==> src/include/cpu_flags_defines.svh <==
// Offsets, flag bit positions, reset values and fixed opcodes of the flag unit.
// Assumes the register file forwards writes to the flag address on its own port.
`ifndef CPU_FLAGS_DEFINES_SVH
`define CPU_FLAGS_DEFINES_SVH
`define FLAGS_ADDR    8'hd5
`define FLAGS_RESET   8'h00
`define FLAG_V        4
`define FLAG_S        5
`define FLAG_Z        6
`define FLAG_C        7
`define OPC_JP_IND    8'h30
`define OPC_PMEM_LD   8'hc3
`define OPC_PMEM_ST   8'hd3
`define OPC_LD_IND_IM 8'hd6
`define DA_MASK       16'h1fff
`endif

==> src/include/cpu_flags_pkg.sv <==
// Types shared by the flag unit and the opcode decoder.
// Assumes cpu_flags_defines.svh is compiled alongside.
package cpu_flags_pkg;
  typedef enum logic [5:0] {
    op_nop, op_add, op_adc, op_sub, op_sbc, op_or, op_and,
    test_complement_mask, test_mask, op_cp, op_xor, op_dec,
    rotate_left_through_carry, op_inc, op_pop, op_com, op_push,
    op_rl, op_clr, rotate_right_through_carry, arithmetic_shift_right,
    op_rr, op_jp_ind, program_memory_load_decrement,
    program_memory_load_increment, op_ld, program_memory_load,
    op_pmem_store, op_call_ind, op_call_dir, carry_set_instr,
    carry_reset_instr, carry_invert_instr, op_jr_cc, op_jp_cc,
    op_idle, op_stop, op_di, op_ei, op_ret, interrupt_return_instr
  } op_e;
  typedef enum logic [3:0] {
    frm_none, frm_ww, frm_wi, frm_rr, frm_ir, frm_ri, frm_reg, frm_ind
  } form_e;
  typedef struct packed {
    op_e         op;
    form_e       form;
    logic        defined;
    logic        cond_jump;
    logic [3:0]  jump_condition_field;
  } decode_s;
  typedef struct packed {
    logic        en;
    logic [7:0]  addr;
    logic [7:0]  data;
  } reg_wr_s;
  typedef struct packed {
    logic [7:0]  flags;
    decode_s     dec;
    logic [7:0]  result;
    logic        result_we;
    logic        cond_taken;
    logic [15:0] target;
    logic [15:0] index_addr;
    logic        pair_fault;
    logic        undefined;
    logic [7:0]  stack_byte;
  } state_s;
endpackage

==> src/verilog/cpu_flags_unit.sv <==
// Status flag register, flag generation for executed operations, condition test,
// branch and index address forming, and registered opcode decode.
// Assumes operands arrive with exec_valid and the register file forwards flag writes.
`timescale 1ns/1ps
`include "cpu_flags_defines.svh"
module cpu_flags_unit
  import cpu_flags_pkg::*;
(
  input  wire logic        clock,
  input  wire logic        srst,
  input  wire logic        exec_valid,
  input  wire logic [7:0]  opcode,
  input  wire logic [7:0]  dst_val,
  input  wire logic [7:0]  src_val,
  input  wire logic [7:0]  dst_addr,
  input  wire reg_wr_s     reg_wr,
  input  wire logic [15:0] next_pc,
  input  wire logic [7:0]  disp,
  input  wire logic [7:0]  pair_addr,
  input  wire logic        pair_use,
  input  wire logic [15:0] pair_val,
  input  wire logic        irq_entry,
  input  wire logic        interrupt_return_instr_restore,
  input  wire logic [7:0]  restore_data,
  output logic [7:0]       flags,
  output decode_s          decoded,
  output logic [7:0]       result,
  output logic             result_we,
  output logic             cond_taken,
  output logic [15:0]      target,
  output logic [15:0]      index_addr,
  output logic             pair_fault,
  output logic             undefined,
  output logic [7:0]       stack_byte
);
  state_s  st_q;
  state_s  st_d;
  decode_s dec;

  opcode_decoder u_dec (
    .opcode (opcode),
    .dec    (dec)
  );

  // Condition test: the low three bits pick a term, the top bit inverts it.
  function automatic logic cond_eval(input logic [3:0] code, input logic [7:0] f);
    logic t;
    logic sv;
    t  = 1'b0;
    sv = f[`FLAG_S] ^ f[`FLAG_V];
    unique case (code[2:0])
      3'h0: t = 1'b0;
      3'h1: t = sv;
      3'h2: t = f[`FLAG_Z] | sv;
      3'h3: t = f[`FLAG_C] | f[`FLAG_Z];
      3'h4: t = f[`FLAG_V];
      3'h5: t = f[`FLAG_S];
      3'h6: t = f[`FLAG_Z];
      3'h7: t = f[`FLAG_C];
    endcase
    return t ^ code[3];
  endfunction

  function automatic logic [15:0] sext_add(input logic [15:0] base, input logic [7:0] off);
    return base + {{8{off[7]}}, off};
  endfunction

  always_comb begin
    logic [8:0] sum;
    logic [7:0] r;
    logic [7:0] f;
    logic       cin;
    logic       upd_zs;
    logic       wr;
    sum    = 9'h000;
    r      = 8'h00;
    f      = st_q.flags;
    cin    = st_q.flags[`FLAG_C];
    upd_zs = 1'b0;
    wr     = 1'b0;
    st_d   = st_q;
    st_d.result_we = 1'b0;
    if (reg_wr.en && reg_wr.addr == `FLAGS_ADDR) begin
      f = reg_wr.data;
    end
    if (exec_valid) begin
      st_d.dec       = dec;
      st_d.undefined = !dec.defined;
      unique case (dec.op)
        op_add, op_adc: begin
          sum = {1'b0, dst_val} + {1'b0, src_val} + {8'h00, cin & (dec.op == op_adc)};
          r   = sum[7:0];
          f[`FLAG_C] = sum[8];
          f[`FLAG_V] = (dst_val[7] == src_val[7]) && (r[7] != dst_val[7]);
          upd_zs = 1'b1;
          wr     = 1'b1;
        end
        op_sub, op_sbc, op_cp: begin
          sum = {1'b0, dst_val} - {1'b0, src_val} - {8'h00, cin & (dec.op == op_sbc)};
          r   = sum[7:0];
          f[`FLAG_C] = sum[8];
          f[`FLAG_V] = (dst_val[7] != src_val[7]) && (r[7] != dst_val[7]);
          upd_zs = 1'b1;
          wr     = (dec.op != op_cp);
        end
        op_or, op_and, op_xor, test_complement_mask, test_mask, op_com: begin
          unique case (dec.op)
            op_or:                r = dst_val | src_val;
            op_and, test_mask:    r = dst_val & src_val;
            op_xor:               r = dst_val ^ src_val;
            test_complement_mask: r = ~dst_val & src_val;
            default:              r = ~dst_val;
          endcase
          f[`FLAG_V] = 1'b0;
          upd_zs = 1'b1;
          wr     = (dec.op != test_mask) && (dec.op != test_complement_mask);
        end
        op_inc, op_dec: begin
          r = (dec.op == op_inc) ? dst_val + 8'h01 : dst_val - 8'h01;
          f[`FLAG_V] = (dec.op == op_inc) ? (r == 8'h80) : (r == 8'h7f);
          upd_zs = 1'b1;
          wr     = 1'b1;
        end
        op_rl, rotate_left_through_carry: begin
          r = {dst_val[6:0], (dec.op == op_rl) ? dst_val[7] : cin};
          f[`FLAG_C] = dst_val[7];
          f[`FLAG_V] = r[7] ^ dst_val[7];
          upd_zs = 1'b1;
          wr     = 1'b1;
        end
        op_rr, rotate_right_through_carry, arithmetic_shift_right: begin
          unique case (dec.op)
            op_rr:                      r = {dst_val[0], dst_val[7:1]};
            rotate_right_through_carry: r = {cin, dst_val[7:1]};
            default:                    r = {dst_val[7], dst_val[7:1]};
          endcase
          f[`FLAG_C] = dst_val[0];
          f[`FLAG_V] = (dec.op == arithmetic_shift_right) ? 1'b0 : r[7] ^ dst_val[7];
          upd_zs = 1'b1;
          wr     = 1'b1;
        end
        carry_set_instr:    f[`FLAG_C] = 1'b1;
        carry_reset_instr:  f[`FLAG_C] = 1'b0;
        carry_invert_instr: f[`FLAG_C] = ~st_q.flags[`FLAG_C];
        op_clr: begin
          r  = 8'h00;
          wr = 1'b1;
        end
        op_ld, op_pop: begin
          r  = src_val;
          wr = 1'b1;
        end
        default: begin
          r  = 8'h00;
          wr = 1'b0;
        end
      endcase
      if (upd_zs) begin
        f[`FLAG_S] = r[7];
        f[`FLAG_Z] = (r == 8'h00);
      end
      if (wr && dst_addr == `FLAGS_ADDR) begin
        f = r;
      end
      st_d.result     = r;
      st_d.result_we  = wr;
      st_d.cond_taken = dec.cond_jump && cond_eval(dec.jump_condition_field, st_q.flags);
      st_d.target     = (dec.op == op_jr_cc) ? sext_add(next_pc, disp)
                                             : pair_val & `DA_MASK;
      st_d.index_addr = sext_add(pair_val, disp);
      st_d.pair_fault = pair_use && pair_addr[0];
    end
    if (irq_entry) begin
      st_d.stack_byte = st_q.flags;
    end
    if (interrupt_return_instr_restore) begin
      f = restore_data;
    end
    st_d.flags = f;
  end

  always_ff @(posedge clock) begin
    if (srst) begin
      st_q       <= '0;
      st_q.flags <= `FLAGS_RESET;
    end else begin
      st_q <= st_d;
    end
  end

  assign flags      = st_q.flags;
  assign decoded    = st_q.dec;
  assign result     = st_q.result;
  assign result_we  = st_q.result_we;
  assign cond_taken = st_q.cond_taken;
  assign target     = st_q.target;
  assign index_addr = st_q.index_addr;
  assign pair_fault = st_q.pair_fault;
  assign undefined  = st_q.undefined;
  assign stack_byte = st_q.stack_byte;

  // Helpers for the checks below; the checks gated by quiet watch only single-source cycles.
  logic quiet;
  assign quiet = !interrupt_return_instr_restore && !(reg_wr.en && reg_wr.addr == `FLAGS_ADDR)
                 && dst_addr != `FLAGS_ADDR;
endmodule // cpu_flags_unit

==> src/verilog/opcode_decoder.sv <==
// First-byte opcode decoder: operation, operand form and condition field.
// Purely combinational; the flag unit registers what it needs.
`timescale 1ns/1ps
`include "cpu_flags_defines.svh"
module opcode_decoder
  import cpu_flags_pkg::*;
(
  input  wire logic [7:0] opcode,
  output decode_s         dec
);
  logic [3:0] hi;
  logic [3:0] lo;
  assign hi = opcode[7:4];
  assign lo = opcode[3:0];

  always_comb begin
    dec = '{op: op_nop, form: frm_none, defined: 1'b1, cond_jump: 1'b0,
            jump_condition_field: hi};
    if (opcode == `OPC_PMEM_LD) begin
      dec.op = program_memory_load;
    end else if (opcode == `OPC_PMEM_ST) begin
      dec.op = op_pmem_store;
    end else if (opcode == `OPC_LD_IND_IM) begin
      dec.op   = op_ld;
      dec.form = frm_ri;
    end else if (opcode == `OPC_JP_IND) begin
      dec.op = op_jp_ind;
    end else if (hi == 4'he && lo >= 4'h2 && lo <= 4'h6) begin
      unique case (lo)
        4'h2:    dec.op = program_memory_load_decrement;
        4'h3:    dec.op = program_memory_load_increment;
        default: dec.op = op_ld;
      endcase
      dec.form = (lo == 4'h4) ? frm_rr : (lo == 4'h5) ? frm_ir : (lo == 4'h6) ? frm_ri : frm_wi;
    end else if (hi == 4'hf && lo >= 4'h4 && lo <= 4'h6) begin
      unique case (lo)
        4'h4:    dec.op = op_call_ind;
        4'h5:    begin dec.op = op_ld; dec.form = frm_ir; end
        default: dec.op = op_call_dir;
      endcase
    end else if (lo >= 4'h2 && lo <= 4'h6) begin
      unique case (lo)
        4'h2:    dec.form = frm_ww;
        4'h3:    dec.form = frm_wi;
        4'h4:    dec.form = frm_rr;
        4'h5:    dec.form = frm_ir;
        default: dec.form = frm_ri;
      endcase
      case (hi)
        4'h0:    dec.op = op_add;
        4'h1:    dec.op = op_adc;
        4'h2:    dec.op = op_sub;
        4'h3:    dec.op = op_sbc;
        4'h4:    dec.op = op_or;
        4'h5:    dec.op = op_and;
        4'h6:    dec.op = test_complement_mask;
        4'h7:    dec.op = test_mask;
        4'ha:    dec.op = op_cp;
        4'hb:    dec.op = op_xor;
        default: dec.defined = 1'b0;
      endcase
    end else if (lo <= 4'h1) begin
      dec.form = lo[0] ? frm_ind : frm_reg;
      case (hi)
        4'h0:    dec.op = op_dec;
        4'h1:    dec.op = rotate_left_through_carry;
        4'h2:    dec.op = op_inc;
        4'h5:    dec.op = op_pop;
        4'h6:    dec.op = op_com;
        4'h7:    dec.op = op_push;
        4'h9:    dec.op = op_rl;
        4'hb:    dec.op = op_clr;
        4'hc:    dec.op = rotate_right_through_carry;
        4'hd:    dec.op = arithmetic_shift_right;
        4'he:    dec.op = op_rr;
        default: dec.defined = 1'b0;
      endcase
    end else if (lo == 4'h7) begin
      dec.op = (hi == 4'ha || hi == 4'he) ? program_memory_load :
               (hi == 4'hb || hi == 4'hf) ? op_pmem_store : op_ld;
      dec.defined = (hi >= 4'h8);
    end else if (lo == 4'hf) begin
      case (hi)
        4'h6:    dec.op = op_idle;
        4'h7:    dec.op = op_stop;
        4'h8:    dec.op = op_di;
        4'h9:    dec.op = op_ei;
        4'ha:    dec.op = op_ret;
        4'hb:    dec.op = interrupt_return_instr;
        4'hc:    dec.op = carry_reset_instr;
        4'hd:    dec.op = carry_set_instr;
        4'he:    dec.op = carry_invert_instr;
        4'hf:    dec.op = op_nop;
        default: dec.defined = 1'b0;
      endcase
    end else begin
      case (lo)
        4'hb:    begin dec.op = op_jr_cc; dec.cond_jump = 1'b1; end
        4'hd:    begin dec.op = op_jp_cc; dec.cond_jump = 1'b1; end
        4'he:    dec.op = op_inc;
        4'ha:    dec.defined = 1'b0;
        default: dec.op = op_ld;
      endcase
    end
    if (!dec.defined) begin
      dec.op = op_nop;
    end
  end
endmodule // opcode_decoder

==> config.mk <==
export PLATFORM = sky130hd
export DESIGN_NAME = cpu_flags_unit
export DESIGN_NICKNAME = d
export VERILOG_FILES = /design/src/include/cpu_flags_pkg.sv /design/src/verilog/cpu_flags_unit.sv /design/src/verilog/opcode_decoder.sv
export VERILOG_INCLUDE_DIRS = /design/src /design/src/include
export SDC_FILE = /design/constraint.sdc
export NUM_CORES = 1
export LEC_CHECK = 0
export ABC_AREA = 1
export BUFFER_PORTS_ARGS = -buffer_cell sky130_fd_sc_hd__buf_2
export CAP_MARGIN = 20
export CORE_ASPECT_RATIO = 2
export CORE_UTILIZATION = 50
export CTS_CLUSTER_SIZE = 8
export DETAILED_ROUTE_END_ITERATION = 8
export GPL_ROUTABILITY_DRIVEN = 1
export PLACE_DENSITY = 0.78
export SYNTH_ARGS = -nofsm -noshare
export SYNTH_HDL_FRONTEND = slang
export SYNTH_HIERARCHICAL = 1
export SYNTH_SLANG_ARGS = --single-unit
==> constraint.sdc <==
create_clock -name clock -period 4.5 [get_ports clock]
set_clock_uncertainty 0.1 [all_clocks]
set_input_delay 0.675 -clock clock [delete_from_list [all_inputs] [get_ports clock]]
set_output_delay 0.675 -clock clock [all_outputs]
set_load 0.05 [all_outputs]
# ---- Yosys cells after proc, flatten, opt, wreduce, memory -nomap -nowiden
# Index checks and enable logic that the tools add are counted.
# Widths: inputs -> output; s select.
dict set report word_totals {
  ff_bits 76
  output_inout_bits 76
  elab_cells 222
}
dict set report classes {
  reduce_logical 33
  bitwise_logic 15
  mux 74
  addsub 8
  n_eq_ne 73
  order_cmp 5
}
# op n
set op_table {}
lappend op_table {{$mux 11} 7}
lappend op_table {{$mux 6} 11}
lappend op_table {{$mux 8} 8}
lappend op_table {{$pmux 8 s7} 1}
lappend op_table {{$pmux 5 s11} 1}
lappend op_table {{$pmux 6 s9} 1}
lappend op_table {{$eq 4x4->1 const B} 13}
lappend op_table {{$eq 6x4->1 const B} 8}
lappend op_table {{$eq 6x5->1 const B} 8}
lappend op_table {{$eq 8x8->1 const B} 6}
lappend op_table {{$pmux 4 s10} 1}
lappend op_table {{$add 16x16->16} 2}
lappend op_table {{$eq 4x3->1 const B} 8}
lappend op_table {{$pmux 8 s4} 1}
lappend op_table {{$mux 10} 3}
lappend op_table {{$eq 6x3->1 const B} 4}
lappend op_table {{$pmux 6 s4} 1}
lappend op_table {{$mux 1} 20}
lappend op_table {{$reduce_or 10->1} 2}
lappend op_table {{$reduce_or 18->1} 1}
lappend op_table {{$and 8x8->8} 2}
lappend op_table {{$eq 4x2->1 const B} 4}
lappend op_table {{$mux 16} 1}
lappend op_table {{$pmux 8 s2} 1}
lappend op_table {{52 further kinds} 93}

# ---- Longest topological paths before layout
# Gate-level depths: netlist of run 1.
dict set report logic_depth {
  depth_word 31
  depth_mapped 34
  mapped_depth_nobuf 33
}

# ---- By module
# Netlist of run 1, hierarchy kept.
# module n_inst cells_per_inst area_each_um2
set modules_own_cells {}
lappend modules_own_cells {cpu_flags_unit 1 1147 7201.9}
lappend modules_own_cells {opcode_decoder 1 178 869.6}

# ---- Least setup slack after synthesis of run 1
# OpenSTA, ideal clock, no wires.
dict set report synth_timing {
  path_kind {in2reg}
  startpoint {input opcode[1]}
  endpoint {register flags[6] (netlist name)}
  arrival_ps 4141
  slack_ps 193
  path_stages 32
  setup_ps 66
  path_cell_list {buf_2 > nand2_4 > inv_4 > o21ai_4 > inv_2 > nor2_4 > nor2_2 > nand2_1 > nor2_2 > a21boi_1 > a21oi_1 > inv_1 > nand2_1 > nor2_1 > nand3_1 > fa_1 > fa_1 > inv_1 > nand3_1 > nand2_1 > nand2_1 > nand2_1 > nor2_1 > nor2_1 > nand3_1 > nor2_1 > nand2_1 > nor2_1 > nand3_1 > nand2_1 > nand2_1 > a21oi_2}
}
# item line_no
set synth_lines {}
lappend synth_lines {{start: declaration} cpu_flags_unit.sv:12} ;# input wire logic [7:0] opcode,

==> impl_results.md, run 1 <==
* Status: finished, final reports clean
* Fraction of layout cells with a size suffix above 1 at 0.249
* DRC violation count after routing at 0
* Final HPWL DP at 24200 um
* PD cells at 280 mW/mm^2
* Tot Pwr at 2.89 mW
* Number of enable flip-flop cells after synthesis at 0
* Final hold violations at 0
* Worst skew pair latency at 330 ps
* Tmin final at 4360 ps
* FFs w/ async S/R, synth at 0
* Synthesized flop and latch total at 76
* Largest net degree at the start of global routing at between 40 and 50
* Max Cap Violations at 0
* Synth Area per Inst at 6.09 um^2
* Lkg Pwr at 5.55 nW
* Share of the synthesized area in the top cell type at 0.188
* Clk buf depth at 2
* Max-slew violation count at 0
* Detail Route Antenna Nets at 0
* # port buffers at 179
* Synth area leaders: dfxtp_1 19%, nand2_1 14%, ha_1 10%
* Design area at 0.0103 mm^2
* DR WL/cell at about 17 um
* Crit path top cell by count: nand4_1
* DR vias at approximately 10000
* Register area share after synthesis at 0.188
* Synth Flop Type: dfxtp_1
* TritonCTS Sinks at 76
* Fin worst setup slack at 143 ps
* Core area at 0.0158 mm^2
* Detailed-router iteration count before antenna repair at 5
* Die area at 0.0167 mm^2
* Worst-margin pin slew at 762 ps
* Cell Area, Placed at 0.00984 mm^2
* Max rail drop VDD at 0.239 mV
* Initial Util at 0.512
* DIE WIDTH at 91.8 um
* Syn Nets at 1508
* Vias in the first global route at 9398
* DRT Wirelength at 29900 um
* CP Data Required Time at 4670 ps
* Final core utilization at 0.655
* Hold-fix buffers, CTS at 0
* Die height at 182 um
* Critical path arrival at 4530 ps
* Critical path class: in -> reg
* Crit. End Element: register
* Setup TNS at 0 ps
* Min-Delay Path Class: reg -> reg
* Synth unique cells at 58
* Final period util at 0.968
* TritonCTS buffer count at 9
* Final net count at about 1800
* Area delta synth->final at 28.0%
* Max-slew headroom at 0.492
* Io pins at 187
* Gr usage total at 0.354
* FMAX at 230 MHz
* CP max stage cell: fa_2
* RSZ-0062 raised after global routing: true
* CTS clk-pin slew, worst paths at 60 ps
* Setup violations, final at 0
* # H-tree levels at 3
* DP Worst Slack at -212 ps
* CTS tree: yes
* Final GP Congestion at 1.05
* Final Hold Slack at 365 ps
* Worst path max stage delay at 420 ps
* CP max FO at 6
* Initial antenna violation count at 1
* Vias per Instance at 5.56
* Commonest non-fill, non-tap cell in the layout: nand2_1
* GR Overflow Total at 0
* Synth warn at 6
* Initial DRC Count at roughly 470
* Commonest non-fill, non-tap cells in the layout: 290 x nand2_1, 179 x buf_2, 162 x inv_1
* Post-Syn Area at a little over 0.008 mm^2
* First-pass GRT wire length at roughly 46000 um
* Cells after synthesis at 1325
* Leading area contributor after synthesis: dfxtp_1
* Startpoint Class: input port
* Dpl cells at 1772
* Row Count at 65
* Root Buffer: clkbuf_16
* Post-Layout Cell Count at 1799
registers in the layout, summed over array words and instances (netlist names):
| signal | count |
|---|---|
| flags | 8 |
| undefined | 1 |
| result_we | 1 |
| result | 8 |
| target | 16 |
| cond_taken | 1 |
| decoded | 16 |
| stack_byte | 8 |
| index_addr | 16 |
| pair_fault | 1 |
where the power goes:
part | leakage, nW | internal (mW) | switching [mW] | total, mW
Combinational | 4.78 | 0.475 | 0.919 | 1.39
Clock | 0.144 | 0.433 | 0.298 | 0.731
Sequential | 0.629 | 0.727 | 0.0359 | 0.763
Total | 5.55 | 1.64 | 1.25 | 2.89
worst paths after layout:
| check | start | cells past startpoint | endpoint | slack, ps |
|---|---|---|---|---|
| setup / recovery | opcode[0] | 26 | flags[6] | 140 |
| hold / removal | target[12] | 2 | target[12] | 360 |
| setup reg to reg | flags[7] | 13 | flags[6] | 1370 |
| hold reg to reg | target[12] | 2 | target[12] | 360 |
area by class of cell:
type | instances | area, um^2
fill | 1591 | 5450
multi-input combinational | 1032 | 5800
tap | 201 | 251
sequential | 76 | 1520
inverter | 181 | 682
clock buffer | 9 | 225
clock inverter | 7 | 75.1
timing repair buffer | 292 | 1770
antenna | 1 | 2.50
timing repair:
action / CTS / global route
setup endpoints to repair: 0 / 12
gates resized for setup: 0 / 35
setup buffers: 0 / 10
kinds of logic after synthesis:
family,count (synthesis),share of synthesized area
compound gates,282,0.199
xor+xnor,23,0.0250
fa+ha+maj,72,0.118
buf+inv,217,0.107
flops,76,0.188
other cells,1,0.000465
simple gates,654,0.362
worst max-delay path, delay by kind of cell:
| family | cells | cell delay (ps) |
|---|---|---|
| AO/OA/AOI/OAI | 2 | 270 |
| adder cells (fa/ha/maj) | 2 | 840 |
| buffers and inverters | 6 | 660 |
| AND/OR/NAND/NOR | 16 | 2060 |
cell usage after synthesis, drive strengths merged (12+ instances only):
cell      n
a21oi   107
buf      16
clkbuf   20
dfxtp    76
ha       65
inv     176
nand2   307
nand3   120
nand4    26
nor2    171
nor3     12
o211ai   25
o21ai   110
xor2     16
layer usage:
| layer | routed length [um] | share of wire | global-route usage |
|---|---|---|---|
| met1 | 9590 | 0.32 | 0.311 |
| met5 | 0 | 0 | 0 |
| met3 | 1750 | 0.059 | 0.0720 |
| met4 | 2630 | 0.088 | 0.298 |
| met2 | 15900 | 0.53 | 0.666 |
No activity file was read; power rests on OpenSTA's default activity.
==> run 2: changes to the inputs <==
CORE_MARGIN = 2   (was unset)
==> impl_results.md, run 2 (synthesized netlist as in run 1, its figures left out) <==
* Fillers at 1513 (-4.9%)
* Commonest non-fill, non-tap cells in the layout: 280 x nand2_1, 179 x buf_2, 161 x inv_1
* Sequential share of power at 0.261 (-0.003)
* Lkg Pwr at 5.53 nW (-0.43%)
* Hold Path Origin: target[15]
* # port buffers at 179 (unchanged)
* TritonCTS buffer count at 9 (unchanged)
* DR vias at 10000 (+0.31%)
* Die area at 0.0172 mm^2 (+3.3%)
* Die height at 184 um (+1.1%)
* Initial antenna violation count at 0 (-1)
* Worst r2r dst: flags[6]
* Final period util at 0.955 (-0.0137)
* Worst skew pair latency at 340 ps (about the same)
* FF-to-FF Start: flags[7]
* Max-slew headroom at 0.536 (+0.0443)
* PD cells at 282 mW/mm^2 (+0.88%)
* CTS clk-pin slew, worst paths at 70 ps (about the same)
* Fin worst setup slack at 205 ps (+61.9 ps)
* Final HPWL DP at 25200 um (+3.9%)
* Fraction of layout cells with a size suffix above 1 at 0.260 (+0.0111)
* Int Power at 1.63 mW (about the same)
* DRC violation count after routing at 0 (unchanged)
* Startpoint Class: input port
* DRT Wirelength at 31300 um (+4.5%)
* Max rail drop VDD at 0.323 mV (+35%)
* Crit. End Element: register
* Initial DRC Count at 497 (+6.2%)
* Final hold violations at 0 (unchanged)
* Initial Util at 0.512 (unchanged)
* Commonest non-fill, non-tap cell in the layout: nand2_1
* Row Count at 65 (unchanged)
* Hold path cells at 2 (unchanged)
* Gate power share at 0.480 (-0.003)
* Core area at 0.0158 mm^2 (unchanged)
* Vias per Instance at 5.59 (+0.53%)
* Sw Pwr at 1.29 mW (+2.8%)
* DIE WIDTH at 93.8 um (+2.2%)
* Final GP Congestion at 1.01 (-3.9%)
* DP Worst Slack at -235 ps (-23.1 ps)
* Gr usage total at 0.362 (+0.00754)
* GR Overflow Total at 0 (unchanged)
* Setup TNS at 0 ps (unchanged)
* CP max FO at 4 (-2)
* Status: finished, final reports clean
* Worst-margin pin slew at 678 ps (-84.0 ps)
* Sequential cell area at 0.00152 mm^2 (unchanged)
* TritonCTS Sinks at 76 (unchanged)
* First-pass GRT wire length at 48500 um (+5.2%)
* Switching share of power at 0.441 (+0.00702)
* Detailed-router iteration count before antenna repair at 5 (unchanged)
* Clk buf depth at 2 (unchanged)
* Io pins at 187 (unchanged)
* Detail Route Antenna Nets at 0 (unchanged)
* Hold Crit Endpoint: target[15]
* Critical path arrival at 4480 ps (-50 ps)
* Tmin final at 4300 ps (-61.9 ps)
* DR WL/cell at 17.4 um (+4.8%)
* Area of the multi-input gates at 0.00587 mm^2 (+1.2%)
* R2R depth at 16 (+3)
* Reg2reg setup slack at 1470 ps (+100 ps)
* # H-tree levels at 3 (unchanged)
* Final Hold Slack at 362 ps (-2.62 ps)
* CP Data Required Time at 4680 ps (about the same)
* Final net count at 1772 (-0.17%)
* Max-slew violation count at 0 (unchanged)
* Setup violations, final at 0 (unchanged)
* Hold-fix buffers, CTS at 0 (unchanged)
* FMAX at 233 MHz (+1.4%)
* Clock Power Share at 0.259 (+0.006)
* Critical path class: in -> reg
* Area delta synth->final at 28.3%
* Max Cap Violations at 0 (unchanged)
* Min-Delay Path Class: reg -> reg
* Root Buffer: clkbuf_16
* # diodes at 0 (-1)
* Largest net degree at the start of global routing at 61 (+39%)
* Vias in the first global route at 9956 (+5.9%)
* CTS tree: yes
[run 2: cell type report]
type                            count  area share
Timing Repair Buffer              289       0.167
Inverter                          181      0.0661
Clock buffer                        9      0.0217
Tap cell                          201      0.0243
Clock inverter                      7     0.00785
Sequential cell                    76       0.147
Multi-Input combinational cell   1032       0.566
[run 2: metal layers]
layer,up-vias,share of wire,global-route usage
met5,-,0,0
met4,0,0.10,0.328
met3,168,0.055,0.0705
met2,384,0.52,0.659
met1,4578,0.32,0.322
li1,4911,-,-
[run 2: power groups by stage]
| stage | sequential [mW] | combinational, mW | clock (mW) |
|---|---|---|---|
| after floorplan | 0.955 | 0.680 | 0 |
| after global placement | 0.774 | 1.32 | 0 |
| after detailed placement | 0.775 | 1.34 | 0 |
| after CTS | 0.761 | 1.35 | 0.762 |
| after global routing | 0.768 | 1.52 | 0.793 |
| final | 0.762 | 1.40 | 0.756 |
[run 2: stage by stage]
step	utilization	area, um^2	total power [mW]	cells
finish	0.657	10400	2.92	1795
detailed placement	0.624	9840	2.11	1776
floorplan	-	8070	1.64	1325
global route	0.657	10400	3.08	1795
CTS	0.643	10100	2.87	1792
global placement	0.624	9840	2.10	1776
[run 2: worst max path at each step]
| stage | cells after the start | start | end |
|---|---|---|---|
| floorplan | 32 | opcode[1] | flags[6] |
| global placement | 31 | opcode[4] | flags[6] |
| detailed placement | 31 | opcode[4] | flags[6] |
| CTS | 32 | opcode[4] | flags[6] |
| global route | 28 | opcode[4] | flags[4] |
| finish | 27 | opcode[5] | flags[6] |
[run 2: timing repair]
| action | 4_1_cts | 5_1_grt |
|---|---|---|
| gates resized for setup | 0 | 56 |
| setup buffers | 0 | 3 |
| endpoints found under the setup margin | 0 | 12 |
[run 2: worst max-delay path, cell delays in order]
cell and delay, ps:
buf_2 140, inv_2 80, nand2_2 80, nand2_1 130
a21oi_1 180, nand3_1 80, o21ai_0 70, o21ai_0 160
nor3_1 240, nand3_1 110, nor2_1 270, nand3_4 120
fa_2 570, inv_1 50, ha_1 160, or2_2 290
nand3_2 70, nand3_1 80, nand3_2 110, nand3_1 90
nor2_1 140, nand3_2 140, nor2_1 120, nand3_1 80
nand2_1 60, nand2_1 60, a21oi_2 110
